--- src/sti_consts.svh ---
// Constants for the card level translator control block.
// Assumes a 250 MHz core clock; all counts derive from its period.
`ifndef STI_CONSTS_SVH
`define STI_CONSTS_SVH

// Clock period and derived cycle counts (least times round up)
`define STI_CLK_NS      4
`define STI_ONESHOT_NS  20
`define STI_ONESHOT_CYC ((`STI_ONESHOT_NS + `STI_CLK_NS - 1) / `STI_CLK_NS)
`define STI_COMMIT_NS   40
`define STI_COMMIT_CYC  ((`STI_COMMIT_NS + `STI_CLK_NS - 1) / `STI_CLK_NS)

// Factory address variants
`define STI_ADDR_A      7'h60
`define STI_ADDR_B      7'h61
`define STI_ADDR_C      7'h62

// Configuration register: pointer, reset value, field positions
`define STI_REG_PTR     8'h00
`define STI_CFG_RST     8'h00
// Pin synchroniser reset: bus and data lines idle high, rest low
`define STI_SYNC_RST    7'h66
`define STI_CFG_OFF_BIT 7
`define STI_CFG_RSV_BIT 2
`define STI_CFG_V3_BIT  1
`define STI_RW_BIT      0
`define STI_BYTE_BITS   4'h8

`endif

--- src/sti_pkg.sv ---
// Types shared by the translator control block files.
// Assumes sti_consts.svh supplies the numeric constants.
package sti_pkg;

	// Serial slave sequencer states
	typedef enum logic [3:0] {
		I2C_IDLE   = 4'h0,
		I2C_ADDR   = 4'h1,
		I2C_AACK   = 4'h2,
		I2C_WDATA  = 4'h3,
		I2C_WACK   = 4'h4,
		I2C_RDATA  = 4'h5,
		I2C_RACK   = 4'h6,
		I2C_HOLD   = 4'h7,
		I2C_COMMIT = 4'h8
	} sti_i2c_e;

	// Data channel ownership states
	typedef enum logic [2:0] {
		ARB_IDLE  = 3'h0,
		ARB_HOST  = 3'h1,
		ARB_CARD  = 3'h2,
		ARB_KICKC = 3'h3,
		ARB_KICKH = 3'h4
	} sti_arb_e;

	typedef logic [7:0] sti_byte_t;

endpackage : sti_pkg

--- src/sti_data_arb.sv ---
// Direction arbiter of the two-way card data channel.
// Assumes both line inputs are already synchronised to core_clk_i.
`include "sti_consts.svh"

module sti_data_arb #(
	parameter int ONESHOT_CYC = `STI_ONESHOT_CYC
) (
	input  wire logic             core_clk_i,
	input  wire logic             rst_i,
	input  wire logic             host_in_i,
	input  wire logic             card_in_i,
	output logic                  host_io_o,
	output logic                  host_io_oe_o,
	output logic                  card_io_o,
	output logic                  card_io_oe_o,
	output sti_pkg::sti_arb_e     owner_o
);
	import sti_pkg::*;

	// Kick must outlast the two-flop lag so idle sees the line high
	if (ONESHOT_CYC < 3 || ONESHOT_CYC > 255) begin : g_bad_oneshot
		$error("one-shot length out of range");
	end

	sti_arb_e   state_ff;
	sti_arb_e   nxt_state;
	logic [7:0] cnt_ff;
	logic [7:0] nxt_cnt;

	localparam logic [7:0] KICK_LAST = 8'(ONESHOT_CYC - 1);

	// First low side wins; release hands over to a one-shot kick
	always_comb begin
		nxt_state = state_ff;
		nxt_cnt = cnt_ff;
		unique case (state_ff)
			ARB_IDLE: begin
				if (!host_in_i) nxt_state = ARB_HOST;
				else if (!card_in_i) nxt_state = ARB_CARD;
			end
			ARB_HOST: begin
				if (host_in_i) begin
					nxt_state = ARB_KICKC;
					nxt_cnt = KICK_LAST;
				end
			end
			ARB_CARD: begin
				if (card_in_i) begin
					nxt_state = ARB_KICKH;
					nxt_cnt = KICK_LAST;
				end
			end
			ARB_KICKC, ARB_KICKH: begin
				if (cnt_ff == 8'h00) nxt_state = ARB_IDLE;
				else nxt_cnt = cnt_ff - 8'h01;
			end
			default: nxt_state = ARB_IDLE;
		endcase
	end

	// State and line drives registered together, so they never skew
	always_ff @(posedge core_clk_i or posedge rst_i) begin
		if (rst_i) begin
			state_ff <= ARB_IDLE;
			cnt_ff <= 8'h00;
			host_io_oe_o <= 1'b0;
			card_io_oe_o <= 1'b0;
			host_io_o <= 1'b1;
			card_io_o <= 1'b1;
		end else begin
			state_ff <= nxt_state;
			cnt_ff <= nxt_cnt;
			card_io_oe_o <= (nxt_state == ARB_HOST) || (nxt_state == ARB_KICKC);
			card_io_o <= (nxt_state == ARB_KICKC);
			host_io_oe_o <= (nxt_state == ARB_CARD) || (nxt_state == ARB_KICKH);
			host_io_o <= (nxt_state == ARB_KICKH);
		end
	end

	assign owner_o = state_ff;

	follow_low_a: assert property (@(posedge core_clk_i) disable iff (rst_i)
		(state_ff == ARB_IDLE && !host_in_i) |=> (card_io_oe_o && !card_io_o))
		else $error("card side not following host low");

	kick_len_a: assert property (@(posedge core_clk_i) disable iff (rst_i)
		(state_ff == ARB_HOST && host_in_i) |=> (card_io_oe_o && card_io_o) [*5]
		##1 !card_io_oe_o)
		else $error("card kick length wrong");

	no_lockup_a: assert property (@(posedge core_clk_i) disable iff (rst_i)
		(state_ff == ARB_CARD && card_in_i) |=> !(host_io_oe_o && !host_io_o))
		else $error("host side still held low after release");

endmodule // sti_data_arb

--- src/sti_ctrl.sv ---
// Control logic of the card level translator: serial slave,
// configuration byte, regulator control and signal paths.
// Assumes rst_i is the supply-driven power-on reset; all pins async.
//
// Function
// - Regulate card rail at 1.8 or 3 V.
// - Reset selects 1.8 V until host writes.
// - Regulator off keeps all translation paths working.
// - Protection trip switches regulator output off.
// - First falling side owns data; other follows.
// - Rising edge: pulse non-driving side high briefly.
// - Both driving: each returns high when released; code drives the side released first low until the other side releases.
// - Reset and clock paths: host to card only.
// - Power-on reset sets register and sequencer defaults.
// - Later reset only when host supply below 1.2V.
// - Serial bus up to 100 or 400 kHz.
// - Whole bytes, most significant bit first.
// - Address byte: seven bits plus direction bit.
// - Slave address fixed per variant: 60h/61h/62h.
// - Pointer always 00h; no subaddress byte.
// - Read returns one data byte.
// - Acknowledge or not-acknowledge after read both accepted.
// - Slave acknowledges address and write data byte on ninth clock.
// - Only STOP commits received byte to register.
// - Requests ignored while commit in progress.
// - Read address acknowledged, then byte sent.
// - Bit 1 selects level: 0 1.8V, 1 3V.
// - Bit 7 set turns regulator off.
`include "sti_consts.svh"

module sti_ctrl #(
	parameter logic [6:0] SLAVE_ADDR = `STI_ADDR_A,
	parameter int         COMMIT_CYC = `STI_COMMIT_CYC,
	parameter int         ONESHOT_CYC = `STI_ONESHOT_CYC
) (
	input  wire logic             core_clk_i,
	input  wire logic             rst_i,
	input  wire logic             scl_i,
	input  wire logic             sda_i,
	output logic                  sda_o,
	output logic                  sda_oe_o,
	input  wire logic             host_rst_i,
	input  wire logic             host_clk_i,
	input  wire logic             host_io_i,
	output logic                  host_io_o,
	output logic                  host_io_oe_o,
	input  wire logic             card_io_i,
	output logic                  card_io_o,
	output logic                  card_io_oe_o,
	output logic                  card_reset_path_o,
	output logic                  card_clock_path_o,
	input  wire logic             therm_trip_i,
	input  wire logic             ovc_trip_i,
	output logic                  ldo_en_o,
	output logic                  ldo_vsel_3v_o,
	output sti_pkg::sti_byte_t    cfg_o
);
	import sti_pkg::*;

	// Only the three factory addresses exist
	if (SLAVE_ADDR != `STI_ADDR_A && SLAVE_ADDR != `STI_ADDR_B
		&& SLAVE_ADDR != `STI_ADDR_C) begin : g_bad_addr
		$error("slave address is not a factory variant");
	end
	if (COMMIT_CYC < 1 || COMMIT_CYC > 255) begin : g_bad_commit
		$error("commit length out of range");
	end

	localparam logic [7:0] COMMIT_LAST = 8'(COMMIT_CYC - 1);
	localparam sti_byte_t  RSV_MASK = sti_byte_t'(1) << `STI_CFG_RSV_BIT;

	// Pin synchroniser stages: scl, sda, rst, clk, io, card io, trip
	logic [6:0] meta_ff;
	logic [6:0] sync_ff;
	logic [1:0] bus_d_ff;
	logic       scl_s;
	logic       sda_s;
	logic       host_rst_s;
	logic       host_clk_s;
	logic       host_io_s;
	logic       card_io_s;
	logic       trip_s;
	logic       scl_rise;
	logic       scl_fall;
	logic       start_w;
	logic       stop_w;

	// Sequencer and register state
	sti_i2c_e   state_ff;
	logic [3:0] cnt_ff;
	sti_byte_t  sh_ff;
	sti_byte_t  wbyte_ff;
	sti_byte_t  cfg_ff;
	logic       pend_ff;
	logic       oe_ff;
	logic [7:0] cmt_ff;
	logic       commit_w;

	// Two flops per pin; second stage is the first one logic may see
	always_ff @(posedge core_clk_i or posedge rst_i) begin
		if (rst_i) begin
			// Idle levels, so no false edge or trip follows reset
			meta_ff <= `STI_SYNC_RST;
			sync_ff <= `STI_SYNC_RST;
		end else begin
			meta_ff <= {scl_i, sda_i, host_rst_i, host_clk_i,
				host_io_i, card_io_i, therm_trip_i | ovc_trip_i};
			sync_ff <= meta_ff;
		end
	end

	assign scl_s = sync_ff[6];
	assign sda_s = sync_ff[5];
	assign host_rst_s = sync_ff[4];
	assign host_clk_s = sync_ff[3];
	assign host_io_s = sync_ff[2];
	assign card_io_s = sync_ff[1];
	assign trip_s = sync_ff[0];

	// Delayed copy of the bus for edge and condition detection
	always_ff @(posedge core_clk_i or posedge rst_i) begin
		if (rst_i) begin
			bus_d_ff <= 2'h3;
		end else begin
			bus_d_ff <= {scl_s, sda_s};
		end
	end

	// Edges and conditions, taken from synchronised levels only
	assign scl_rise = scl_s & ~bus_d_ff[1];
	assign scl_fall = ~scl_s & bus_d_ff[1];
	assign start_w = scl_s & bus_d_ff[1] & ~sda_s & bus_d_ff[0];
	assign stop_w = scl_s & bus_d_ff[1] & sda_s & ~bus_d_ff[0];
	assign commit_w = (state_ff == I2C_COMMIT) && (cmt_ff == 8'h00);

	// Byte sequencer: address, one data byte, then wait for STOP
	always_ff @(posedge core_clk_i or posedge rst_i) begin
		if (rst_i) begin
			state_ff <= I2C_IDLE;
			cnt_ff <= 4'h0;
			sh_ff <= 8'h00;
			wbyte_ff <= 8'h00;
			pend_ff <= 1'b0;
			oe_ff <= 1'b0;
			cmt_ff <= 8'h00;
		end else if (start_w && state_ff != I2C_COMMIT) begin
			state_ff <= I2C_ADDR;
			cnt_ff <= 4'h0;
			oe_ff <= 1'b0;
			pend_ff <= 1'b0; // Repeated start drops the byte
		end else if (stop_w && state_ff != I2C_COMMIT) begin
			oe_ff <= 1'b0;
			pend_ff <= 1'b0;
			if (state_ff == I2C_HOLD && pend_ff) begin
				state_ff <= I2C_COMMIT;
				cmt_ff <= COMMIT_LAST;
			end else begin
				state_ff <= I2C_IDLE;
			end
		end else begin
			unique case (state_ff)
				I2C_IDLE, I2C_HOLD: begin
					oe_ff <= 1'b0; // Wait for next condition
				end
				I2C_ADDR: begin
					if (scl_rise) begin
						sh_ff <= {sh_ff[6:0], sda_s};
						cnt_ff <= cnt_ff + 4'h1;
					end else if (scl_fall && cnt_ff == `STI_BYTE_BITS) begin
						if (sh_ff[7:1] == SLAVE_ADDR) begin
							oe_ff <= 1'b1;
							state_ff <= I2C_AACK;
						end else begin
							state_ff <= I2C_IDLE;
						end
					end
				end
				I2C_AACK: begin
					if (scl_fall) begin
						cnt_ff <= 4'h0;
						if (sh_ff[`STI_RW_BIT]) begin
							sh_ff <= cfg_ff;
							oe_ff <= ~cfg_ff[7];
							state_ff <= I2C_RDATA;
						end else begin
							oe_ff <= 1'b0;
							state_ff <= I2C_WDATA;
						end
					end
				end
				I2C_WDATA: begin
					if (scl_rise) begin
						sh_ff <= {sh_ff[6:0], sda_s};
						cnt_ff <= cnt_ff + 4'h1;
					end else if (scl_fall && cnt_ff == `STI_BYTE_BITS) begin
						oe_ff <= 1'b1;
						wbyte_ff <= sh_ff;
						state_ff <= I2C_WACK;
					end
				end
				I2C_WACK: begin
					if (scl_fall) begin
						oe_ff <= 1'b0;
						pend_ff <= 1'b1;
						state_ff <= I2C_HOLD;
					end
				end
				I2C_RDATA: begin
					if (scl_fall) begin
						if (cnt_ff == 4'h7) begin
							oe_ff <= 1'b0;
							state_ff <= I2C_RACK;
						end else begin
							cnt_ff <= cnt_ff + 4'h1;
							sh_ff <= {sh_ff[6:0], 1'b0};
							oe_ff <= ~sh_ff[6];
						end
					end
				end
				I2C_RACK: begin
					if (scl_rise) begin
						state_ff <= I2C_HOLD;
					end
				end
				I2C_COMMIT: begin
					if (cmt_ff == 8'h00) state_ff <= I2C_IDLE;
					else cmt_ff <= cmt_ff - 8'h01;
				end
				default: state_ff <= I2C_IDLE;
			endcase
		end
	end

	// Configuration byte; reserved bit never stores
	always_ff @(posedge core_clk_i or posedge rst_i) begin
		if (rst_i) begin
			cfg_ff <= `STI_CFG_RST;
		end else if (commit_w) begin
			cfg_ff <= wbyte_ff & ~RSV_MASK;
		end
	end

	// Regulator control; a trip overrides software until it clears
	always_ff @(posedge core_clk_i or posedge rst_i) begin
		if (rst_i) begin
			ldo_en_o <= 1'b1;
			ldo_vsel_3v_o <= 1'b0;
		end else begin
			ldo_en_o <= ~cfg_ff[`STI_CFG_OFF_BIT] & ~trip_s;
			ldo_vsel_3v_o <= cfg_ff[`STI_CFG_V3_BIT];
		end
	end

	// One-way paths; they never look at the regulator state
	always_ff @(posedge core_clk_i or posedge rst_i) begin
		if (rst_i) begin
			card_reset_path_o <= 1'b0;
			card_clock_path_o <= 1'b0;
		end else begin
			card_reset_path_o <= host_rst_s;
			card_clock_path_o <= host_clk_s;
		end
	end

	// Open-drain: only the enable moves, the level is always low
	assign sda_o = 1'b0;
	assign sda_oe_o = oe_ff;
	assign cfg_o = cfg_ff;

	sti_data_arb #(
		.ONESHOT_CYC (ONESHOT_CYC)
	) u_data_arb (
		.core_clk_i   (core_clk_i),
		.rst_i        (rst_i),
		.host_in_i    (host_io_s),
		.card_in_i    (card_io_s),
		.host_io_o    (host_io_o),
		.host_io_oe_o (host_io_oe_o),
		.card_io_o    (card_io_o),
		.card_io_oe_o (card_io_oe_o),
		.owner_o      ()
	);

	vsel_default_a: assert property (@(posedge core_clk_i)
		$past(rst_i) && !rst_i |-> (cfg_ff == `STI_CFG_RST) && !ldo_vsel_3v_o)
		else $error("regulator level not at default after reset");

	trip_off_a: assert property (@(posedge core_clk_i) disable iff (rst_i)
		trip_s |=> !ldo_en_o)
		else $error("regulator still on during protection trip");

	level_sel_a: assert property (@(posedge core_clk_i) disable iff (rst_i)
		$changed(cfg_ff[`STI_CFG_V3_BIT]) |=> ldo_vsel_3v_o == $past(cfg_ff[1]))
		else $error("level select does not follow bit 1");

	off_paths_a: assert property (@(posedge core_clk_i) disable iff (rst_i)
		cfg_ff[`STI_CFG_OFF_BIT] && $rose(host_clk_s) |=> !ldo_en_o && card_clock_path_o)
		else $error("regulator off or clock path stalled");

	rst_path_a: assert property (@(posedge core_clk_i) disable iff (rst_i)
		$rose(host_rst_s) |=> card_reset_path_o ##1 card_reset_path_o == host_rst_s
		|| $changed(host_rst_s))
		else $error("card reset path not following host");

	addr_ack_a: assert property (@(posedge core_clk_i) disable iff (rst_i)
		(state_ff == I2C_ADDR && scl_fall && cnt_ff == `STI_BYTE_BITS
		&& !start_w && !stop_w) |=> sda_oe_o == ($past(sh_ff[7:1]) == SLAVE_ADDR))
		else $error("address acknowledge does not match address");

	commit_only_a: assert property (@(posedge core_clk_i) disable iff (rst_i)
		$changed(cfg_ff) |-> $past(state_ff) == I2C_COMMIT)
		else $error("register changed outside a commit");

	busy_ignore_a: assert property (@(posedge core_clk_i) disable iff (rst_i)
		(state_ff == I2C_COMMIT && (start_w || stop_w)) |=>
		(state_ff == I2C_COMMIT || state_ff == I2C_IDLE) && !sda_oe_o)
		else $error("request taken during commit");

	read_first_a: assert property (@(posedge core_clk_i) disable iff (rst_i)
		(state_ff == I2C_AACK && scl_fall && sh_ff[0] && !start_w && !stop_w)
		|=> state_ff == I2C_RDATA && sda_oe_o == !cfg_ff[7])
		else $error("read data first bit wrong");

	write_ack_a: assert property (@(posedge core_clk_i) disable iff (rst_i)
		state_ff == I2C_WACK |-> sda_oe_o && !sda_o)
		else $error("data byte not acknowledged");

	read_release_a: assert property (@(posedge core_clk_i) disable iff (rst_i)
		(state_ff == I2C_RDATA && scl_fall && cnt_ff == 4'h7 && !start_w && !stop_w)
		|=> state_ff == I2C_RACK && !sda_oe_o)
		else $error("data line not released after read byte");

	wrong_addr_a: assert property (@(posedge core_clk_i) disable iff (rst_i)
		(state_ff == I2C_ADDR && scl_fall && cnt_ff == `STI_BYTE_BITS
		&& sh_ff[7:1] != SLAVE_ADDR && !start_w && !stop_w)
		|=> state_ff == I2C_IDLE && !sda_oe_o)
		else $error("foreign address answered");

	commit_delay_a: assert property (@(posedge core_clk_i) disable iff (rst_i)
		(state_ff == I2C_HOLD && pend_ff && stop_w) |-> ##10 commit_w)
		else $error("received byte not committed after stop");

endmodule // sti_ctrl

--- config.mk ---
export PLATFORM = sky130hd
export DESIGN_NAME = sti_ctrl
export DESIGN_NICKNAME = d
export VERILOG_FILES = /design/src/sti_pkg.sv /design/src/sti_data_arb.sv /design/src/sti_ctrl.sv
export VERILOG_INCLUDE_DIRS = /design/src
export SDC_FILE = /design/constraint.sdc
export NUM_CORES = 1
export LEC_CHECK = 0
export BUFFER_PORTS_ARGS = -buffer_cell sky130_fd_sc_hd__buf_2
export CAP_MARGIN = 30
export CORE_MARGIN = 10
export CORE_UTILIZATION = 59
export CTS_CLUSTER_DIAMETER = 50
export DETAILED_ROUTE_END_ITERATION = 6
export GPL_TIMING_DRIVEN = 0
export MAX_ROUTING_LAYER = met4
export PLACE_DENSITY = 0.81
export SETUP_SLACK_MARGIN = 0.3
export SLEW_MARGIN = 20
export SYNTH_ARGS = -nofsm -noshare
export SYNTH_HDL_FRONTEND = slang
export SYNTH_SLANG_ARGS = --single-unit
--- constraint.sdc ---
create_clock -name core_clk_i -period 3.1 [get_ports core_clk_i]
set_clock_uncertainty 0.2 [all_clocks]
set_input_delay 0.465 -clock core_clk_i [delete_from_list [all_inputs] [get_ports core_clk_i]]
set_output_delay 0.465 -clock core_clk_i [all_outputs]
set_load 0.03 [all_outputs]
==> flow_summary.yaml, run 1 <==
cells_and_area:
  design_area_um2: 3990
  nFillCells: 422
  final_cells: 440
  drive_above_1_share: 0.282
  fin_nets: 375
  syn2layout_area_growth_pct: 12.8
  n_antenna_cell: 0
synth:
  ys.flop_type: "dfrtp_1"
  synth_top_family_by_area: "simple AND/OR/NAND/NOR gates"
  yosysUniqueCellTypes: 63
  synth_edf_count: 0
  synth_xor_area_frac: 0.0297
  synth_async_sr_flop_share: 1.00
  synth_largest_area_cell: "dfrtp_1"
  syn_area_um2: 3540
  netlist.area_leader.share: 0.438
  synth_compound_area_frac: 0.123
  synth_common_cells: "dfrtp_1 (62), nor2_1 (28), nand2_1 (19), nand3_1 (19), inv_1 (17)"
  syn_inst: 319
  synth_warnings: 0
  synth_area_per_cell_um2: 11.1
  ys_ff_latch: 75
  synth.most_common_cell: "dfrtp_1"
  synth_adder_area_share: 0.0177
  synth.mux.area_fraction: 0.0562
  ys_top_cells_by_area: "dfrtp_1 (44%), dfstp_2 (9.7%), nor2_1 (3.0%), nand3_1 (2.7%), mux2_4 (2.5%)"
  synthSimpleGateAreaFrac: 0.195
  ys_seq_area_frac: 0.535
critical_path:
  crit_arrival_ns: 2.54
  crit_path_start_kind: "flop"
  max_stage_delay_ns: 0.72
  timing.critical_path.to_type: "flop"
  critPathKind: "flop to flop"
  crit_cells: 6
  path_cells: "buf_2, buf_1, a211oi_2, nand2_1, nor3b_1, a21o_1"
  slowest_stage: "a211oi_2"
  crit_family: "compound AO/OA/AOI/OAI gates"
  worstPathRequired_ns: 3.19
  critPathBufInv: 2
  crit_fanout: 10
  reg2reg_depth: 6
placed_design:
  dp_hpwl_mm: 4.59
  placed_cell_area_um2: 3780
  port-buffer-count: 25
  gp_congestion: 0.929
  place_inst: 421
sta:
  slew_headroom: 0.468
  rsz0062_at_grt: "false"
  fin_hold_ws_ns: 0.0142
  fmax_ghz: 0.407
  tightest_slew_ns: 0.796
  hold_violations: 0
  fin_crit_sh: 0.793
  slew_viol_final: 0
  fin_crit_ns: 2.46
  finalSetupViolCount: 0
die:
  start_util: 0.601
  core_um2: 5890
  die_w_um: 97.4
  die_area_um2: 9490
  rows: 28
  die_h_um: 97.4
  io_pins: 28
route:
  final_antenna_net_count: 0
  dr.pass1.iters: 4
  vias_per_cell: 5.61
  wl_per_cell_um: 15.4
  drt_iter0_markers: 167
  drc: 0
  via_count: 2470
  totalWireLength_mm: 6.78
min_path:
  holdPathStages: 1
  holdCritPathClass: "input port to flop"
clock_network:
  cts_setup_buffers: 0
  root_buffer: "clkbuf_8"
  htree_levels: 3
  cts.sinks: 75
  clk_pin_slew_worst_paths_ns: 0.08
  tritoncts: "built"
  cts_made_buffers: 9
  clk_latency_ns: 0.35
  ctsLongestPathBuffers: 2
grt:
  grt_start_max_net_pins: 46
  antenna_found_initial: 0
  grtUsageTotal: 0.148
  grt_pass1_vias: 2467
  grt_overflow: 0
  grt_pass1_wl_mm: 11.5
status:
  status: "completed"
power:
  powerDensity_nw_per_um2: 813
  p_total_mw: 3.24
  leakage_nw: 1.79
  vdd_drop_max_mv: 0.606
run:
  maxCapViolations: 0
## final timing paths
kind                             start    endpoint  slack (ns)
min in group asynchronous        rst_i    cfg_o[6]        0.53
min                              sda_i  meta_ff[5]        0.01
max                        state_ff[1]   cnt_ff[2]        0.64
max reg2reg                state_ff[1]   cnt_ff[2]        0.64
max in group asynchronous        rst_i  sync_ff[6]        1.56
min reg2reg                 sync_ff[0]    ldo_en_o        0.15
## cells by family after synthesis
logic type	after synthesis
flops	75
xor+xnor	12
other cells	1
simple gates	119
buf+inv	33
mux	16
fa+ha+maj	5
compound gates	58
## stage by stage
| step | utilization | setup WS (ns) | TNS (ns) |
|---|---|---|---|
| final | 0.678 | 0.642 | 0 |
| after global routing | 0.678 | 0.511 | 0 |
| after CTS | 0.677 | 0.688 | 0 |
| after detailed placement | 0.643 | 0.805 | 0 |
| after global placement | 0.639 | -0.218 | -13.35 |
| after floorplan | - | 0.547 | 0 |
## final cells by class
class / instances / area, µm² / area share
inverters: 19 / 73.8 / 0.0185
plain buffers: 14 / 80.1 / 0.0201
clock inverters: 5 / 37.5 / 0.00940
multi-input cells: 212 / 1500 / 0.375
clock buffers: 11 / 141 / 0.0354
repair buffers: 29 / 175 / 0.0439
well taps: 75 / 93.8 / 0.0235
flip-flops and latches: 75 / 1890 / 0.474
## state kept, by name, summed over array words and instances, names as in the netlist, 4 cells and up
signal,flops
cnt_ff,4
sync_ff,7
meta_ff,7
cfg_o,7
state_ff,4
sh_ff,8
u_data_arb.cnt_ff,8
cmt_ff,8
wbyte_ff,7
## where the power goes
part           switching, mW  total [mW]  internal (mW)
combinational          0.753        1.23          0.477
clock                  0.363       0.679          0.315
sequential             0.157        1.34           1.18
total                   1.27        3.24           1.97
## routing by layer
layer  vias up  global-route usage  routed length [µm]
met4         0              0.0593                 127
met1      1207               0.182                3290
met3        14              0.0413                 271
met5         -                   -                   0
li1       1208                   -                   -
met2        41               0.223                3090
## cell usage in the layout (no fill, tap or decap), types with 10 or more instances in the layout
| master | instances |
|---|---|
| dfrtp_1 | 62 |
| a21oi_1 | 11 |
| inv_1 | 16 |
| nand2_1 | 19 |
| nor2_1 | 28 |
| buf_2 | 29 |
| nand3_1 | 19 |
| clkbuf_8 | 10 |
| dfstp_2 | 13 |
## worst reg2reg max path, cell delays in order, from the launching register on
cell and delay (ns):
dfrtp_1 0.36, buf_2 0.17, buf_1 0.26, a211oi_2 0.72
nand2_1 0.26, nor3b_1 0.31, a21o_1 0.12
## timing repair
action	CTS	global route
hold buffers	2	1
hold endpoints to repair	30	1
gates resized for setup	0	0
No activity file was read; power rests on OpenSTA's default activity.
==> run 2: changes to the inputs <==
- clock period: 3.1 -> 2.5 ns (I/O delays scaled with it)
==> run 2 against run 1 <==
Via count up 8.3%. Die area unchanged. Global-route usage is 2.2 points higher. Critical path depth is 1 lower. Final area grew 8.2%. Largest power group is now combinational cells. Clock power up 52%. Highest routed layer unchanged. Fmax up 13%. First-iteration DRC count rose by 34%. Critical path type unchanged. Routed wire length rose by 16%. Hold slack lost 0.0030 ns. Combinational power grew 52%.
==> flow_summary.yaml, run 2 (synthesis results as in run 1) <==
critical_path:
  critPathBufInv: 1
  crit_path_start_kind: "flop"
  max_stage_delay_ns: 0.54
  crit_fanout: 8
  path_cells: "and2b_2, nand4b_1, or4_4, buf_6, mux2_4"
  timing.critical_path.to_type: "flop"
  worstPathRequired_ns: 2.54
  slowest_stage: "dfstp_2"
  crit_family: "simple AND/OR/NAND/NOR gates"
  critPathKind: "flop to flop"
  crit_arrival_ns: 2.21
power:
  powerDensity_nw_per_um2: 1060
  p_int_mw: 2.79
  comb_power_share: 0.408
  p_clk_frac: 0.225
  netSwitchingPower_mw: 1.78
  seqPwrFrac: 0.367
  leakage_nw: 1.93
  vdd_drop_max_mv: 0.723
  swShare: 0.390
clock_network:
  cts.sinks: 75
  tritoncts: "built"
  clk_pin_slew_worst_paths_ns: 0.08
  ctsLongestPathBuffers: 2
  root_buffer: "clkbuf_8"
  clk_latency_ns: 0.35
  cts_made_buffers: 9
  htree_levels: 3
route:
  totalWireLength_mm: 7.87
  drt_iter0_markers: 223
  vias_per_cell: 5.84
  final_antenna_net_count: 0
  dr.pass1.iters: 4
  wl_per_cell_um: 17.2
  via_count: 2675
  drc: 0
cells_and_area:
  design_area_um2: 4320
  fin_nets: 393
  syn2layout_area_growth_pct: 22.1
  n_antenna_cell: 0
  seqCellArea_um2: 1890
  drive_above_1_share: 0.345
  final_common_cell: "dfrtp_1"
  top_regs: "cmt_ff (8), sh_ff (8), u_data_arb.cnt_ff (8)"
  layout_common_cells: "dfrtp_1 (61), nor2_1 (28), buf_2 (27)"
  multi_input_area_um2: 1610
  nFillCells: 373
sta:
  fin_crit_sh: 0.869
  fmax_ghz: 0.460
  rsz0062_at_grt: "true"
  slew_viol_final: 0
  finalSetupTns_ns: 0
  fin_crit_ns: 2.17
  slew_headroom: 0.627
  finalSetupViolCount: 0
  hold_violations: 0
  tightest_slew_ns: 0.546
die:
  die_w_um: 97.4
  die_area_um2: 9490
  start_util: 0.601
  io_pins: 28
  rows: 28
  core_um2: 5890
  die_h_um: 97.4
status:
  status: "completed"
grt:
  grt_pass1_wl_mm: 13.2
  grtUsageTotal: 0.170
  grt_start_max_net_pins: 32
  grt_overflow: 0
  antenna_found_initial: 0
  grt_pass1_vias: 2762
placed_design:
  gp_congestion: 0.914
  port-buffer-count: 25
  placed_cell_area_um2: 3810
  dp_hpwl_mm: 5.15
min_path:
  holdCritPathClass: "input port to flop"
run:
  maxCapViolations: 0
## run 2: worst paths after layout
check | slack [ns] | depth (start not counted) | end | from
setup / recovery | 0.33 | 5 | wbyte_ff[4] | bus_d_ff[1]
max in group asynchronous | 0.94 | 5 | ldo_en_o | rst_i
hold reg to reg | 0.15 | 1 | ldo_en_o | sync_ff[0]
hold / removal | 0.01 | 2 | meta_ff[0] | ovc_trip_i
min in group asynchronous | 0.40 | 3 | u_data_arb.owner_o[1] | rst_i
setup reg to reg | 0.33 | 5 | wbyte_ff[4] | bus_d_ff[1]
## run 2: power groups by stage
stage	sequential, mW	combinational, mW	clock (mW)
5_1_grt	1.71	2.04	1.08
4_1_cts	1.66	1.65	1.04
6_report	1.68	1.87	1.03
3_5_place_dp	1.68	1.53	0
2_1_floorplan	1.70	1.15	0
3_3_place_gp	1.67	1.47	0
## run 2: metrics by stage
step | instances | total power, mW | utilization | hold WS [ns] | setup WS [ns]
after detailed placement | 422 | 3.21 | 0.648 | 0.138 | 0.205
final | 458 | 4.58 | 0.734 | 0.0112 | 0.328
after global routing | 458 | 4.83 | 0.734 | 0.0153 | 0.245
after global placement | 420 | 3.13 | 0.640 | 0.133 | 0.240
after CTS | 450 | 4.35 | 0.707 | 0.00258 | 0.303
after floorplan | 320 | 2.85 | - | 0.131 | 0.423
## run 2: cell type report
cell class	instances	area share
Inverter	19	0.0174
Tap cell	75	0.0217
Clock inverter	7	0.0211
Buffer	14	0.0226
Clock buffer	9	0.0287
Sequential cell	75	0.439
Multi-Input combinational cell	213	0.372
Timing Repair Buffer	46	0.0779
## run 2: metal layers
| metal | global-route usage | routed length, µm | vias to the layer above |
|---|---|---|---|
| li1 | - | - | 1240 |
| met3 | 0.0391 | 391 | 17 |
| met1 | 0.206 | 3440 | 1336 |
| met5 | - | 0 | - |
| met2 | 0.269 | 3900 | 82 |
| met4 | 0.0649 | 142 | 0 |
## run 2: what timing repair did
action                     in CTS  in global routing
hold buffers                    7                  0
resized for setup               5                 23
pin swaps                       2                  4
setup buffers                   5                  7
setup endpoints to repair      26                 29
gates cloned                    0                  1
hold endpoints to repair       20                  0
==> run 3: changes to the inputs <==
- MAX_ROUTING_LAYER: met4 -> default
==> run 3 against run 2 <==
Routed wire length is 1.8% higher. Register-to-register slack about the same. Flip-flop and latch count is the same. Combinational power shrank 3%. Critical endpoint is now sda_oe_o. Largest power group unchanged.
==> flow_summary.yaml, run 3 (synthesis results as in run 1) <==
power:
  leakage_nw: 1.91
  p_total_mw: 4.40
  powerDensity_nw_per_um2: 1030
  vdd_drop_max_mv: 0.750
  seqPwrFrac: 0.384
  comb_power_share: 0.411
  p_clk_frac: 0.205
  netSwitchingPower_mw: 1.73
  p_int_mw: 2.67
  swShare: 0.393
critical_path:
  critPathBufInv: 1
  crit_family: "simple AND/OR/NAND/NOR gates"
  crit_fanout: 10
  crit_path_start_kind: "flop"
  slowest_stage: "or4_1"
  max_stage_delay_ns: 0.42
  r2r_end: "sda_oe_o"
  crit_cells: 7
  path_cells: "buf_4, nand2b_4, nor2_4, nand2_1, o32a_1, or4_1, o21ai_0"
  crit_arrival_ns: 2.23
  reg2reg_setup_slack_ns: 0.34
  critPathKind: "flop to flop"
  crit_path_end: "sda_oe_o"
  timing.critical_path.to_type: "flop"
  worstPathRequired_ns: 2.57
  worstSetupStartpoint: "state_ff[3]"
  timing.rr.start: "state_ff[3]"
  reg2reg_depth: 7
sta:
  finalSetupViolCount: 0
  fin_crit_sh: 0.865
  tightest_slew_ns: 0.675
  fin_crit_ns: 2.16
  fmax_ghz: 0.462
  slew_headroom: 0.539
  finalSetupTns_ns: 0
  hold_violations: 0
  slew_viol_final: 0
  rsz0062_at_grt: "true"
grt:
  use_met2: 0.261
  grtUsageMet3: 0.0484
  grt_start_max_net_pins: 34
  grt_overflow: 0
  grtUsageMet1: 0.197
  grt_pass1_vias: 2615
  grt_pass1_wl_mm: 12.8
  antenna_found_initial: 0
  grtUsageTotal: 0.162
  busiest_layer: "met2"
die:
  start_util: 0.601
  io_pins: 28
  core_um2: 5890
  die_w_um: 97.4
  rows: 28
  die_area_um2: 9490
  die_h_um: 97.4
route:
  drt_iter0_markers: 233
  final_antenna_net_count: 0
  via_count: 2696
  dr.pass1.iters: 4
  vias_per_cell: 5.90
  totalWireLength_mm: 8.01
  drc: 0
  wl_per_cell_um: 17.5
clock_network:
  root_buffer: "clkbuf_8"
  htree_levels: 3
  ctsLongestPathBuffers: 2
  cts.sinks: 75
  cts_made_buffers: 9
  clk_pin_slew_worst_paths_ns: 0.07
  tritoncts: "built"
  clk_latency_ns: 0.35
cells_and_area:
  final_cells: 457
  final_common_cell: "dfrtp_1"
  syn2layout_area_growth_pct: 20.6
  layout_common_cells: "dfrtp_1 (60), buf_2 (29), nor2_1 (28)"
  fin_nets: 392
  drive_above_1_share: 0.335
  top_regs: "cmt_ff (8), sh_ff (8), u_data_arb.cnt_ff (8)"
  design_area_um2: 4270
  n_antenna_cell: 0
placed_design:
  port-buffer-count: 25
  placed_cell_area_um2: 3800
  gp_congestion: 0.903
  dp_hpwl_mm: 5.01
  place_inst: 422
run:
  maxCapViolations: 0
status:
  status: "completed"
min_path:
  holdCritPathClass: "input port to flop"
[run 3: power groups by stage]
| stage | Sequential (mW) | Combinational (mW) | Clock [mW] |
|---|---|---|---|
| finish | 1.69 | 1.81 | 0.902 |
| global route | 1.73 | 1.96 | 0.960 |
| CTS | 1.66 | 1.61 | 0.907 |
| detailed placement | 1.68 | 1.52 | 0 |
| global placement | 1.67 | 1.45 | 0 |
| floorplan | 1.70 | 1.15 | 0 |
[run 3: how the worst min path moves through the flow]
stage	startpoint	end	slack, ns	cells past startpoint
floorplan	sync_ff[3]	card_clock_path_o	0.13	0
global placement	meta_ff[3]	sync_ff[3]	0.13	0
detailed placement	meta_ff[0]	sync_ff[0]	0.14	0
CTS	therm_trip_i	meta_ff[0]	0.01	2
global route	therm_trip_i	meta_ff[0]	0.01	2
finish	therm_trip_i	meta_ff[0]	0.02	2
[run 3: cell type report]
type                       count  area (µm²)
buffer                        14        93.8
inverter                      19        75.1
clock buffer                  15         186
tap                           75        93.8
clock inverter                 1        7.51
sequential                    75        1900
multi-input combinational    213        1600
timing repair buffer          45         318
fill                         397        1620
[run 3: repair_timing]
action / in CTS / in global routing
gates resized for setup: 4 / 21
buffers inserted: 3 / 8
pin swaps: 1 / 6
endpoints found under the setup margin: 24 / 29
hold buffers: 7 / 0
endpoints found under the hold margin: 13 / 0
cloned: 0 / 1
[run 3: metal layers]
layer  up-vias  part of all wire
met5         -                 0
met3        17             0.061
met4         0             0.017
li1       1244                 -
met2       106              0.50
met1      1329              0.42
[run 3: per-stage QoR]
| step | worst slack [ns] | hold WS (ns) | utilization |
|---|---|---|---|
| 2_1_floorplan | 0.423 | 0.131 | - |
| 3_3_place_gp | 0.246 | 0.133 | 0.640 |
| 3_5_place_dp | 0.245 | 0.139 | 0.646 |
| 4_1_cts | 0.259 | 0.0134 | 0.699 |
| 5_1_grt | 0.237 | 0.0128 | 0.725 |
| 6_report | 0.337 | 0.0152 | 0.725 |
